`src/hdl/eep_consts.vh`:
```
/*
  Constants for the serial EEPROM host-command engine: register offsets,
  field positions, reset values, command codes and timing counts.
  Assumes a 100 MHz system clock and a three-wire serial EEPROM with 7-bit
  byte addresses.
*/
`ifndef EEP_CONSTS_VH
`define EEP_CONSTS_VH

// register byte offsets on APB
`define EEP_OFS_CMD 8'h00
`define EEP_OFS_DATA 8'h04
`define EEP_OFS_CTRL 8'h08

// eeprom_command_register field positions
`define EEP_CMD_BUSY_BIT 31
`define EEP_CMD_CODE_HI 30
`define EEP_CMD_CODE_LO 28
`define EEP_CMD_LOADED_BIT 10
`define EEP_CMD_TMO_BIT 9
`define EEP_CMD_ADDR_HI 6
`define EEP_CMD_ADDR_LO 0

// control register fields
`define EEP_CTRL_SOFT_RESET_REQUEST_BIT 0
`define EEP_CTRL_LOADING_BIT 1
`define EEP_CTRL_DISC_BIT 2

// command codes
`define EEP_C_READ 3'h0
`define EEP_C_ERASE_WRITE_DISABLE 3'h1
`define EEP_C_ERASE_WRITE_ENABLE 3'h2
`define EEP_C_WRITE 3'h3
`define EEP_C_WRITE_EVERY_LOCATION 3'h4
`define EEP_C_ERASE 3'h5
`define EEP_C_ERASE_EVERY_LOCATION 3'h6
`define EEP_C_RELOAD 3'h7

// serial frame: start bit, 2-bit opcode, 7-bit address, 8-bit data
`define EEP_FRAME_W 18
`define EEP_BITS_SHORT 5'h0A
`define EEP_BITS_LONG 5'h12
`define EEP_SIGNATURE 8'hA5

// reset values
`define EEP_DATA_RST 8'h00

// timing
`define EEP_CLK_MHZ 100
`define EEP_TIMEOUT_MS 30
`define EEP_TIMEOUT_CYC (`EEP_TIMEOUT_MS * 1000 * `EEP_CLK_MHZ)
`define EEP_SCLK_HALF_NS 400
`define EEP_SCLK_HALF_CYC ((`EEP_SCLK_HALF_NS * `EEP_CLK_MHZ) / 1000)
`define EEP_CS_GAP_NS 250
`define EEP_CS_GAP_CYC ((`EEP_CS_GAP_NS * `EEP_CLK_MHZ + 999) / 1000)

`endif

```
`src/hdl/eep_ctrl.v`:
```
/*
  Serial EEPROM host-command engine with APB register access, automatic
  load after reset into a 512-byte descriptor memory, and ready polling
  with timeout for erase and write commands.
  Assumes an APB master on clk_i and a three-wire serial EEPROM whose
  data-out pin is asynchronous to clk_i.
*/
// The register offsets and register access over APB were left to the implementer.
`include "eep_consts.vh"

module eep_ctrl
#(
  parameter ADDR_W = 7,
  parameter MEM_BYTES = 512,
  parameter TIMEOUT_CYC = `EEP_TIMEOUT_CYC
)
(
  input wire clk_i, // 100 MHz system clock
  input wire soft_reset_request_i, // synchronous reset, active high
  input wire psel_i, // APB select
  input wire penable_i, // APB enable
  input wire pwrite_i, // APB direction, high for write
  input wire [7:0] paddr_i, // APB byte address
  input wire [31:0] pwdata_i, // APB write data
  output reg [31:0] prdata_o, // APB read data
  output reg pready_o, // APB ready
  output reg pslverr_o, // APB error, unmapped address
  output wire mem_clk_o, // serial_memory_clock
  output reg mem_cs_o, // memory chip select, active high
  output wire mem_do_o, // data to memory
  input wire mem_di_i, // data from memory, asynchronous
  output reg usb_disconnect_o, // hold USB PHY disconnected
  input wire [8:0] desc_addr_i, // descriptor memory read address
  output reg [7:0] desc_data_o // descriptor memory read data
);

localparam S_IDLE = 3'h0;
localparam S_SHIFT = 3'h1;
localparam S_GAP = 3'h2;
localparam S_POLL = 3'h3;

localparam [ADDR_W-1:0] LAST_ADDR = {ADDR_W{1'b1}};
localparam integer TMO_LAST_I = TIMEOUT_CYC - 1;
localparam integer GAP_LAST_I = `EEP_CS_GAP_CYC - 1;
localparam [21:0] TMO_LAST = TMO_LAST_I[21:0];
localparam [7:0] GAP_LAST = GAP_LAST_I[7:0];

reg [2:0] st_r;
reg busy_r;
reg tmo_r;
reg loaded_r;
reg [2:0] code_r;
reg [ADDR_W-1:0] addr_r;
reg [7:0] data_r;
reg ld_act_r;
reg ld_pend_r;
reg [ADDR_W-1:0] ld_addr_r;
reg [21:0] tmo_cnt_r;
reg [7:0] gap_cnt_r;
reg sh_start_r;
reg [4:0] nbits_r;
reg [`EEP_FRAME_W-1:0] frame_r;
reg [7:0] mem_r [0:MEM_BYTES-1];
reg [8:0] mem_waddr_nxt;

wire di_s;
wire sh_busy;
wire sh_done;
wire [7:0] sh_rx;
wire acc = psel_i & penable_i & pready_o;
wire wr = acc & pwrite_i;
wire hit_cmd = paddr_i == `EEP_OFS_CMD;
wire hit_data = paddr_i == `EEP_OFS_DATA;
wire hit_ctrl = paddr_i == `EEP_OFS_CTRL;
wire needs_poll = code_r == `EEP_C_WRITE || code_r == `EEP_C_WRITE_EVERY_LOCATION ||
  code_r == `EEP_C_ERASE || code_r == `EEP_C_ERASE_EVERY_LOCATION;

// builds start bit, opcode, address and data for each command
function [`EEP_FRAME_W-1:0] mk_frame;
  input [2:0] code;
  input [ADDR_W-1:0] a;
  input [7:0] d;
  reg [6:0] a7;
  begin
    a7 = 7'h00;
    a7[ADDR_W-1:0] = a;
    case (code)
      `EEP_C_READ: mk_frame = {3'b110, a7, 8'h00};
      `EEP_C_WRITE: mk_frame = {3'b101, a7, d};
      `EEP_C_ERASE: mk_frame = {3'b111, a7, 8'h00};
      `EEP_C_ERASE_WRITE_ENABLE: mk_frame = {3'b100, 7'h60, 8'h00};
      `EEP_C_ERASE_WRITE_DISABLE: mk_frame = {3'b100, 7'h00, 8'h00};
      `EEP_C_ERASE_EVERY_LOCATION: mk_frame = {3'b100, 7'h40, 8'h00};
      `EEP_C_WRITE_EVERY_LOCATION: mk_frame = {3'b100, 7'h20, d};
      default: mk_frame = {3'b110, a7, 8'h00};
    endcase
  end
endfunction

// read and all write forms carry a data byte
function [4:0] mk_bits;
  input [2:0] code;
  begin
    case (code)
      `EEP_C_READ, `EEP_C_WRITE, `EEP_C_WRITE_EVERY_LOCATION, `EEP_C_RELOAD: mk_bits = `EEP_BITS_LONG;
      default: mk_bits = `EEP_BITS_SHORT;
    endcase
  end
endfunction

eep_sync u_sync
(
  .clk_i(clk_i),
  .soft_reset_request_i(soft_reset_request_i),
  .d_i(mem_di_i),
  .q_o(di_s)
);

eep_shift u_shift
(
  .clk_i(clk_i),
  .soft_reset_request_i(soft_reset_request_i),
  .start_i(sh_start_r),
  .nbits_i(nbits_r),
  .frame_i(frame_r),
  .miso_i(di_s),
  .sclk_o(mem_clk_o),
  .mosi_o(mem_do_o),
  .busy_o(sh_busy),
  .done_o(sh_done),
  .rx_o(sh_rx)
);

always @*
begin
  mem_waddr_nxt = 9'h000;
  mem_waddr_nxt[ADDR_W-1:0] = ld_addr_r;
end

// one wait state so that read data leaves a flip-flop
always @(posedge clk_i)
begin
  if (soft_reset_request_i)
  begin
    pready_o <= 1'b0;
    pslverr_o <= 1'b0;
    prdata_o <= 32'h00000000;
  end
  else
  begin
    pready_o <= psel_i & penable_i & ~pready_o;
    pslverr_o <= psel_i & penable_i & ~pready_o & ~(hit_cmd | hit_data | hit_ctrl);
    prdata_o <= 32'h00000000;
    if (psel_i & penable_i & ~pready_o & ~pwrite_i)
    begin
      if (hit_cmd)
      begin
        prdata_o[`EEP_CMD_BUSY_BIT] <= busy_r;
        prdata_o[`EEP_CMD_CODE_HI:`EEP_CMD_CODE_LO] <= code_r;
        prdata_o[`EEP_CMD_LOADED_BIT] <= loaded_r;
        prdata_o[`EEP_CMD_TMO_BIT] <= tmo_r;
        prdata_o[ADDR_W-1:0] <= addr_r;
      end
      else if (hit_data)
        prdata_o[7:0] <= data_r;
      else if (hit_ctrl)
      begin
        prdata_o[`EEP_CTRL_LOADING_BIT] <= ld_act_r | ld_pend_r;
        prdata_o[`EEP_CTRL_DISC_BIT] <= usb_disconnect_o;
      end
    end
  end
end

always @(posedge clk_i)
begin
  desc_data_o <= mem_r[desc_addr_i];
  if (ld_act_r & sh_done & (ld_addr_r != {ADDR_W{1'b0}} || sh_rx == `EEP_SIGNATURE))
    mem_r[mem_waddr_nxt] <= sh_rx;
end

always @(posedge clk_i)
begin
  sh_start_r <= 1'b0;
  if (soft_reset_request_i)
  begin
    st_r <= S_IDLE;
    busy_r <= 1'b0;
    tmo_r <= 1'b0;
    loaded_r <= 1'b0;
    code_r <= `EEP_C_READ;
    addr_r <= {ADDR_W{1'b0}};
    data_r <= `EEP_DATA_RST;
    ld_act_r <= 1'b0;
    ld_pend_r <= 1'b1;
    ld_addr_r <= {ADDR_W{1'b0}};
    tmo_cnt_r <= 22'h000000;
    gap_cnt_r <= 8'h00;
    nbits_r <= 5'h00;
    frame_r <= {`EEP_FRAME_W{1'b0}};
    mem_cs_o <= 1'b0;
    usb_disconnect_o <= 1'b1;
  end
  else
  begin
    // command and data register writes are refused while a command is running
    if (wr & hit_cmd & ~busy_r & pwdata_i[`EEP_CMD_BUSY_BIT])
    begin
      busy_r <= 1'b1;
      tmo_r <= 1'b0;
      code_r <= pwdata_i[`EEP_CMD_CODE_HI:`EEP_CMD_CODE_LO];
      addr_r <= pwdata_i[ADDR_W-1:0];
    end
    if (wr & hit_data & ~busy_r)
      data_r <= pwdata_i[7:0];
    if (wr & hit_ctrl & pwdata_i[`EEP_CTRL_SOFT_RESET_REQUEST_BIT])
    begin
      ld_pend_r <= 1'b1;
      usb_disconnect_o <= 1'b1;
    end
    case (st_r)
      S_IDLE:
      begin
        // a pending automatic load runs ahead of any host command
        if (ld_pend_r)
        begin
          ld_pend_r <= 1'b0;
          ld_act_r <= 1'b1;
          ld_addr_r <= {ADDR_W{1'b0}};
          frame_r <= mk_frame(`EEP_C_READ, {ADDR_W{1'b0}}, 8'h00);
          nbits_r <= `EEP_BITS_LONG;
          sh_start_r <= 1'b1;
          mem_cs_o <= 1'b1;
          st_r <= S_SHIFT;
        end
        else if (busy_r)
        begin
          if (code_r == `EEP_C_RELOAD)
          begin
            ld_act_r <= 1'b1;
            loaded_r <= 1'b0;
            ld_addr_r <= {ADDR_W{1'b0}};
          end
          frame_r <= mk_frame(code_r, addr_r, data_r);
          // reload always starts at byte zero, whatever the address field holds
          if (code_r == `EEP_C_RELOAD)
            frame_r <= mk_frame(`EEP_C_READ, {ADDR_W{1'b0}}, 8'h00);
          nbits_r <= mk_bits(code_r);
          sh_start_r <= 1'b1;
          mem_cs_o <= 1'b1;
          st_r <= S_SHIFT;
        end
      end
      S_SHIFT:
      begin
        if (sh_done)
        begin
          mem_cs_o <= 1'b0;
          gap_cnt_r <= 8'h00;
          if (ld_act_r)
          begin
            if (ld_addr_r == {ADDR_W{1'b0}} && sh_rx != `EEP_SIGNATURE)
            begin
              ld_act_r <= 1'b0;
              busy_r <= 1'b0;
              usb_disconnect_o <= 1'b0;
              st_r <= S_IDLE;
            end
            else if (ld_addr_r == LAST_ADDR)
            begin
              ld_act_r <= 1'b0;
              loaded_r <= 1'b1;
              busy_r <= 1'b0;
              usb_disconnect_o <= 1'b0;
              st_r <= S_IDLE;
            end
            else
            begin
              ld_addr_r <= ld_addr_r + {{(ADDR_W-1){1'b0}}, 1'b1};
              st_r <= S_GAP;
            end
          end
          else if (needs_poll)
            st_r <= S_GAP;
          else
          begin
            if (code_r == `EEP_C_READ)
              data_r <= sh_rx;
            busy_r <= 1'b0;
            st_r <= S_IDLE;
          end
        end
      end
      S_GAP:
      begin
        // chip select low between frames, and before the ready poll
        if (gap_cnt_r == GAP_LAST)
        begin
          mem_cs_o <= 1'b1;
          tmo_cnt_r <= 22'h000000;
          if (ld_act_r)
          begin
            frame_r <= mk_frame(`EEP_C_READ, ld_addr_r, 8'h00);
            nbits_r <= `EEP_BITS_LONG;
            sh_start_r <= 1'b1;
            st_r <= S_SHIFT;
          end
          else
            st_r <= S_POLL;
        end
        else
          gap_cnt_r <= gap_cnt_r + 8'h01;
      end
      S_POLL:
      begin
        // memory raises its data-out line when programming has finished
        // the synchroniser still shows the line from before select rose
        if (di_s && tmo_cnt_r > 22'h000003)
        begin
          mem_cs_o <= 1'b0;
          busy_r <= 1'b0;
          st_r <= S_IDLE;
        end
        else if (tmo_cnt_r == TMO_LAST)
        begin
          mem_cs_o <= 1'b0;
          tmo_r <= 1'b1;
          busy_r <= 1'b0;
          st_r <= S_IDLE;
        end
        else
          tmo_cnt_r <= tmo_cnt_r + 22'h000001;
      end
      default:
      begin
        mem_cs_o <= 1'b0;
        st_r <= S_IDLE;
      end
    endcase
  end
end

endmodule // eep_ctrl

```
`src/hdl/eep_sync.v`:
```
/*
  Two-stage synchroniser for a level from outside the clock domain.
  Assumes the input changes slowly compared to the clock.
*/
module eep_sync
(
  input wire clk_i, // system clock
  input wire soft_reset_request_i, // synchronous reset, active high
  input wire d_i, // asynchronous level
  output reg q_o // synchronised level
);

reg meta_r;

always @(posedge clk_i)
begin
  if (soft_reset_request_i)
  begin
    meta_r <= 1'b0;
    q_o <= 1'b0;
  end
  else
  begin
    meta_r <= d_i;
    q_o <= meta_r;
  end
end

endmodule // eep_sync

```
`src/hdl/eep_shift.v`:
```
/*
  Serial frame shifter: drives the serial memory clock and data out, MSB
  first, and collects the last eight data-in bits.
  Assumes start_i only pulses while busy_o is low and that data in is
  already synchronised.
*/
`include "eep_consts.vh"

module eep_shift
#(
  parameter HALF = `EEP_SCLK_HALF_CYC
)
(
  input wire clk_i, // system clock
  input wire soft_reset_request_i, // synchronous reset, active high
  input wire start_i, // one-cycle start pulse
  input wire [4:0] nbits_i, // clock cycles to generate
  input wire [`EEP_FRAME_W-1:0] frame_i, // frame, MSB first
  input wire miso_i, // synchronised data from memory
  output reg sclk_o, // serial_memory_clock
  output reg mosi_o, // data to memory
  output reg busy_o, // frame in progress
  output reg done_o, // one-cycle pulse at frame end
  output reg [7:0] rx_o // last eight bits received
);

reg [15:0] div_r;
reg [4:0] left_r;
reg [`EEP_FRAME_W-1:0] sh_r;

always @(posedge clk_i)
begin
  done_o <= 1'b0;
  if (soft_reset_request_i)
  begin
    sclk_o <= 1'b0;
    mosi_o <= 1'b0;
    busy_o <= 1'b0;
    rx_o <= 8'h00;
    div_r <= 16'h0000;
    left_r <= 5'h00;
    sh_r <= {`EEP_FRAME_W{1'b0}};
  end
  else if (start_i)
  begin
    busy_o <= 1'b1;
    sclk_o <= 1'b0;
    div_r <= 16'h0000;
    left_r <= nbits_i;
    mosi_o <= frame_i[`EEP_FRAME_W-1];
    sh_r <= {frame_i[`EEP_FRAME_W-2:0], 1'b0};
  end
  else if (busy_o)
  begin
    if (div_r == HALF[15:0] - 16'h0001)
    begin
      div_r <= 16'h0000;
      sclk_o <= ~sclk_o;
      if (sclk_o)
      begin
        // sample at the end of the high phase, when memory data has settled
        rx_o <= {rx_o[6:0], miso_i};
        mosi_o <= sh_r[`EEP_FRAME_W-1];
        sh_r <= {sh_r[`EEP_FRAME_W-2:0], 1'b0};
        left_r <= left_r - 5'h01;
        if (left_r == 5'h01)
        begin
          busy_o <= 1'b0;
          done_o <= 1'b1;
          mosi_o <= 1'b0;
        end
      end
    end
    else
      div_r <= div_r + 16'h0001;
  end
end

endmodule // eep_shift

```
`config.mk`:
```
export PLATFORM = sky130hd
export DESIGN_NAME = eep_ctrl
export DESIGN_NICKNAME = d
export VERILOG_FILES = /design/src/hdl/eep_ctrl.v /design/src/hdl/eep_sync.v /design/src/hdl/eep_shift.v
export VERILOG_INCLUDE_DIRS = /design/src /design/src/hdl
export SDC_FILE = /design/constraint.sdc
export NUM_CORES = 1
export LEC_CHECK = 0
export BUFFER_PORTS_ARGS = -buffer_cell sky130_fd_sc_hd__buf_2
export CAP_MARGIN = 20
export CORE_MARGIN = 2
export CORE_UTILIZATION = 67
export DETAILED_ROUTE_END_ITERATION = 16
export HOLD_SLACK_MARGIN = 0.12
export PLACE_DENSITY = 0.86
export SYNTH_ARGS = -nofsm -noshare
export SYNTH_HDL_FRONTEND = slang
export SYNTH_SLANG_ARGS = --single-unit
```
`constraint.sdc`:
```
create_clock -name clk_i -period 10 [get_ports clk_i]
set_input_delay 2.5 -clock clk_i [delete_from_list [all_inputs] [get_ports clk_i]]
set_output_delay 2.5 -clock clk_i [all_outputs]
set_load 0.005 [all_outputs]
```
==> impl_metrics.env <==
export IMPL_outcome="complete, no violations"
export IMPL_synth_seq_cells=1184
export IMPL_p_int_uw=7809
export IMPL_switchingPower_uw=2117
export IMPL_final_cell_mix="edfxtp_1, nor2_1, mux4_2"
export IMPL_slew_headroom_pct=14.65
export IMPL_clock_path_buffers=3
export IMPL_rsz0062_at_grt="no"
export IMPL_drc=0
export IMPL_track_usage_pct=34.49
export IMPL_path_cells="buf_8 -> buf_4 -> mux4_2 -> o22ai_1 -> nor4_1 -> o22ai_1 -> nor2_1"
export IMPL_finalSetupViolations=0
export IMPL_syn_cell_area_um2=45890
export IMPL_first_pass_iters=6
export IMPL_crit_slowest_cell="buf_4"
export IMPL_pin_count=101
export IMPL_ant_nets=0
export IMPL_die_area_um2=70610
export IMPL_ys_flop_type="edfxtp_1"
export IMPL_clock_fmax_ghz=0.1844
export IMPL_min_period_ns=5.424
export IMPL_ys_seq_area_share_pct=73.98
export IMPL_finalMaxSlewViolations=0
export IMPL_post_drt_wl_per_cell_um=33.66
export IMPL_portBuffers=60
export IMPL_initial_core_util_pct=67.97
export IMPL_dp_hpwl_um=63560
export IMPL_fp_dieH_um=265.7
export IMPL_min_path_type="reg -> reg"
export IMPL_finalHoldViolCount=0
export IMPL_ys_async_sr_fraction_pct=0
export IMPL_fin_nets=2684
export IMPL_cpMostUsedCell="o22ai_1"
export IMPL_die_w_um=265.7
export IMPL_leakagePower_uw=0.01635
export IMPL_clk_pin_slew_ns=0.06
export IMPL_path_max_fanout=130
export IMPL_worstPathRequired_ns=10.61
export IMPL_clock_sinks=1184
export IMPL_placedCellCount=3377
export IMPL_core_area_um2=67510
export IMPL_cts_repair_resized=0
export IMPL_yosysWarnings=0
export IMPL_ir_drop_mv=0.1427
export IMPL_grt_remaining_overflow=0
export IMPL_pwr_share_seq_pct=53.5
export IMPL_post_place_ws_ns=4.183
export IMPL_syn_avg_cell_area_um2=17.88
export IMPL_fin_ws_ns=4.576
export IMPL_yosysUniqueCellTypes=57
export IMPL_postCtsSetupBuffers=0
export IMPL_antenna_found_initial=3
export IMPL_r2r_start="u_shift.rx_o[5]"
export IMPL_via_count=26375
export IMPL_startpoint="desc_addr_i[2]"
export IMPL_fin_hold_ws_ns=0.4465
export IMPL_synthCells=2566
export IMPL_slowest_delay_ns=0.75
export IMPL_drv_cap=0
export IMPL_cts_root_buf="clkbuf_16"
export IMPL_stdcell_count=3586
export IMPL_drive_gt1_share_pct=20.32
export IMPL_h_tree_depth=3
export IMPL_skew_ns=0.03624
export IMPL_grt_pass1_wl_um=175600
export IMPL_setup_tns_ns=0
export IMPL_routed_wl_um=120700
export IMPL_cp_num_buf_inv=2
export IMPL_combPwrFrac_pct=3.4
export IMPL_synth_edf_count=1024
export IMPL_cts_hold_buf=0
export IMPL_hold_start="u_sync.meta_r"
export IMPL_p_sw_share_pct=21.33
export IMPL_finalWeightedCongestion=0.8564
export IMPL_crit_type="in -> reg"
export IMPL_synthToLayoutAreaGrowth_pct=10.23
export IMPL_cts_buffers=110
export IMPL_cts_tree="yes"
export IMPL_clockPowerShare_pct=43.1
export IMPL_power_density_nw_per_um2=196.2
export IMPL_layout_commonest_cell="edfxtp_1"
export IMPL_clk_latency_ns=0.69
export IMPL_critPathLaunchType="input pin"
export IMPL_rows=95
export IMPL_timing_final_crit_share_pct=54.24
export IMPL_grt_max_degree=131
export IMPL_grt_pass1_vias=26152
export IMPL_via_per_inst=7.355
export IMPL_cp_arrival_ns=6.03
export IMPL_crit_path_end_kind="register"
export IMPL_fillers=3376
export IMPL_tightest_slew_ns=1.280
export IMPL_crit_family="buffers and inverters"
export IMPL_first_iter_violations=4482
export IMPL_final_core_util_pct=74.93
-- synth_stat cells, drive strengths merged, types with 6 or more instances --
master  instances  area (um^2)
a21oi          65        325.3
a221oi          6        52.55
and2           10        62.56
and3           17        106.4
and4            6        52.55
buf            62        341.6
clkbuf        102        382.9
dfxtp         160         3203
edfxtp       1024        30750
ha             10        125.1
inv            18        67.56
mux2           16        180.2
mux2i          43        430.4
mux4          256         5766
nand2          71        266.5
nand2b          7        43.79
nand3          39        195.2
nand3b          7        52.55
nand4          19        118.9
nor2          258        968.4
nor2b          11        68.82
nor3           27        135.1
nor4           42        277.8
o21ai          46        230.2
o22ai         145        907.1
or3            23        143.9
xnor2          11        96.34
xor2           19        166.4
-- worst paths after layout --
path	end	slack (ns)	cells past startpoint
max	desc_data_o[0]	4.58	7
min	u_sync.q_o	0.45	1
max reg2reg	mem_r[58][0]	5.43	5
min reg2reg	u_sync.q_o	0.45	1
-- layer usage --
layer / GRT usage, % / share of wire [%] / vias up
li1: - / - / 10398
met3: 6.673 / 12 / 486
met1: 45.16 / 33 / 13174
met5: 0 / 0.022 / -
met4: 19.07 / 6.7 / 4
met2: 55.54 / 49 / 2313
-- worst reg2reg max path, cell delays in order (launching register included) --
cell,delay (ns)
dfxtp_4,0.77
nand4bb_1,0.32
o2111a_1,0.41
nor3_1,0.79
nand3_1,0.83
nor2_1,1.06
-- logic make-up after synthesis --
group | share of synthesized area, %
compound gates | 3.798
mux | 13.89
other cells | 0.008171
flops | 73.98
fa+ha+maj | 0.2726
simple gates | 5.747
xor+xnor | 0.5725
buf+inv | 1.726
-- power by group through the flow --
stage	Clock [uW]	Combinational, uW	Sequential (uW)
floorplan	0	234	5410
global placement	0	309	5410
detailed placement	0	321	5420
CTS	4270	333	5310
global route	4430	353	5310
finish	4280	341	5310
-- area by class of cell --
type                       instances  area, um^2  area share, %
inverter                          18       67.56         0.1336
clock buffer                     139        3007          5.944
sequential                      1184       33980          67.18
multi-input combinational       1217       11220          22.18
antenna                            1       2.502       0.004947
clock inverter                    66       639.4          1.264
tap                              873        1092          2.159
timing repair buffer              88       575.6          1.138
-- metrics by stage --
stage          instance area [um^2]  power (uW)
5_1_grt                       50580       10090
2_1_floorplan                 45960        5643
6_report                      50590        9925
3_5_place_dp                  46880        5736
3_3_place_gp                  46880        5724
4_1_cts                       50530        9909
-- state kept, by name (all words and copies together) (netlist names), 8 cells and up --
| register | count |
|---|---|
| desc_data_o | 8 |
| frame_r | 17 |
| u_shift.div_r | 16 |
| prdata_o | 14 |
| u_shift.rx_o | 8 |
| mem_r | 1024 |
| data_r | 8 |
| gap_cnt_r | 8 |
| tmo_cnt_r | 22 |
| u_shift.sh_r | 17 |
Note: power is estimated with default switching activity, not from simulation.
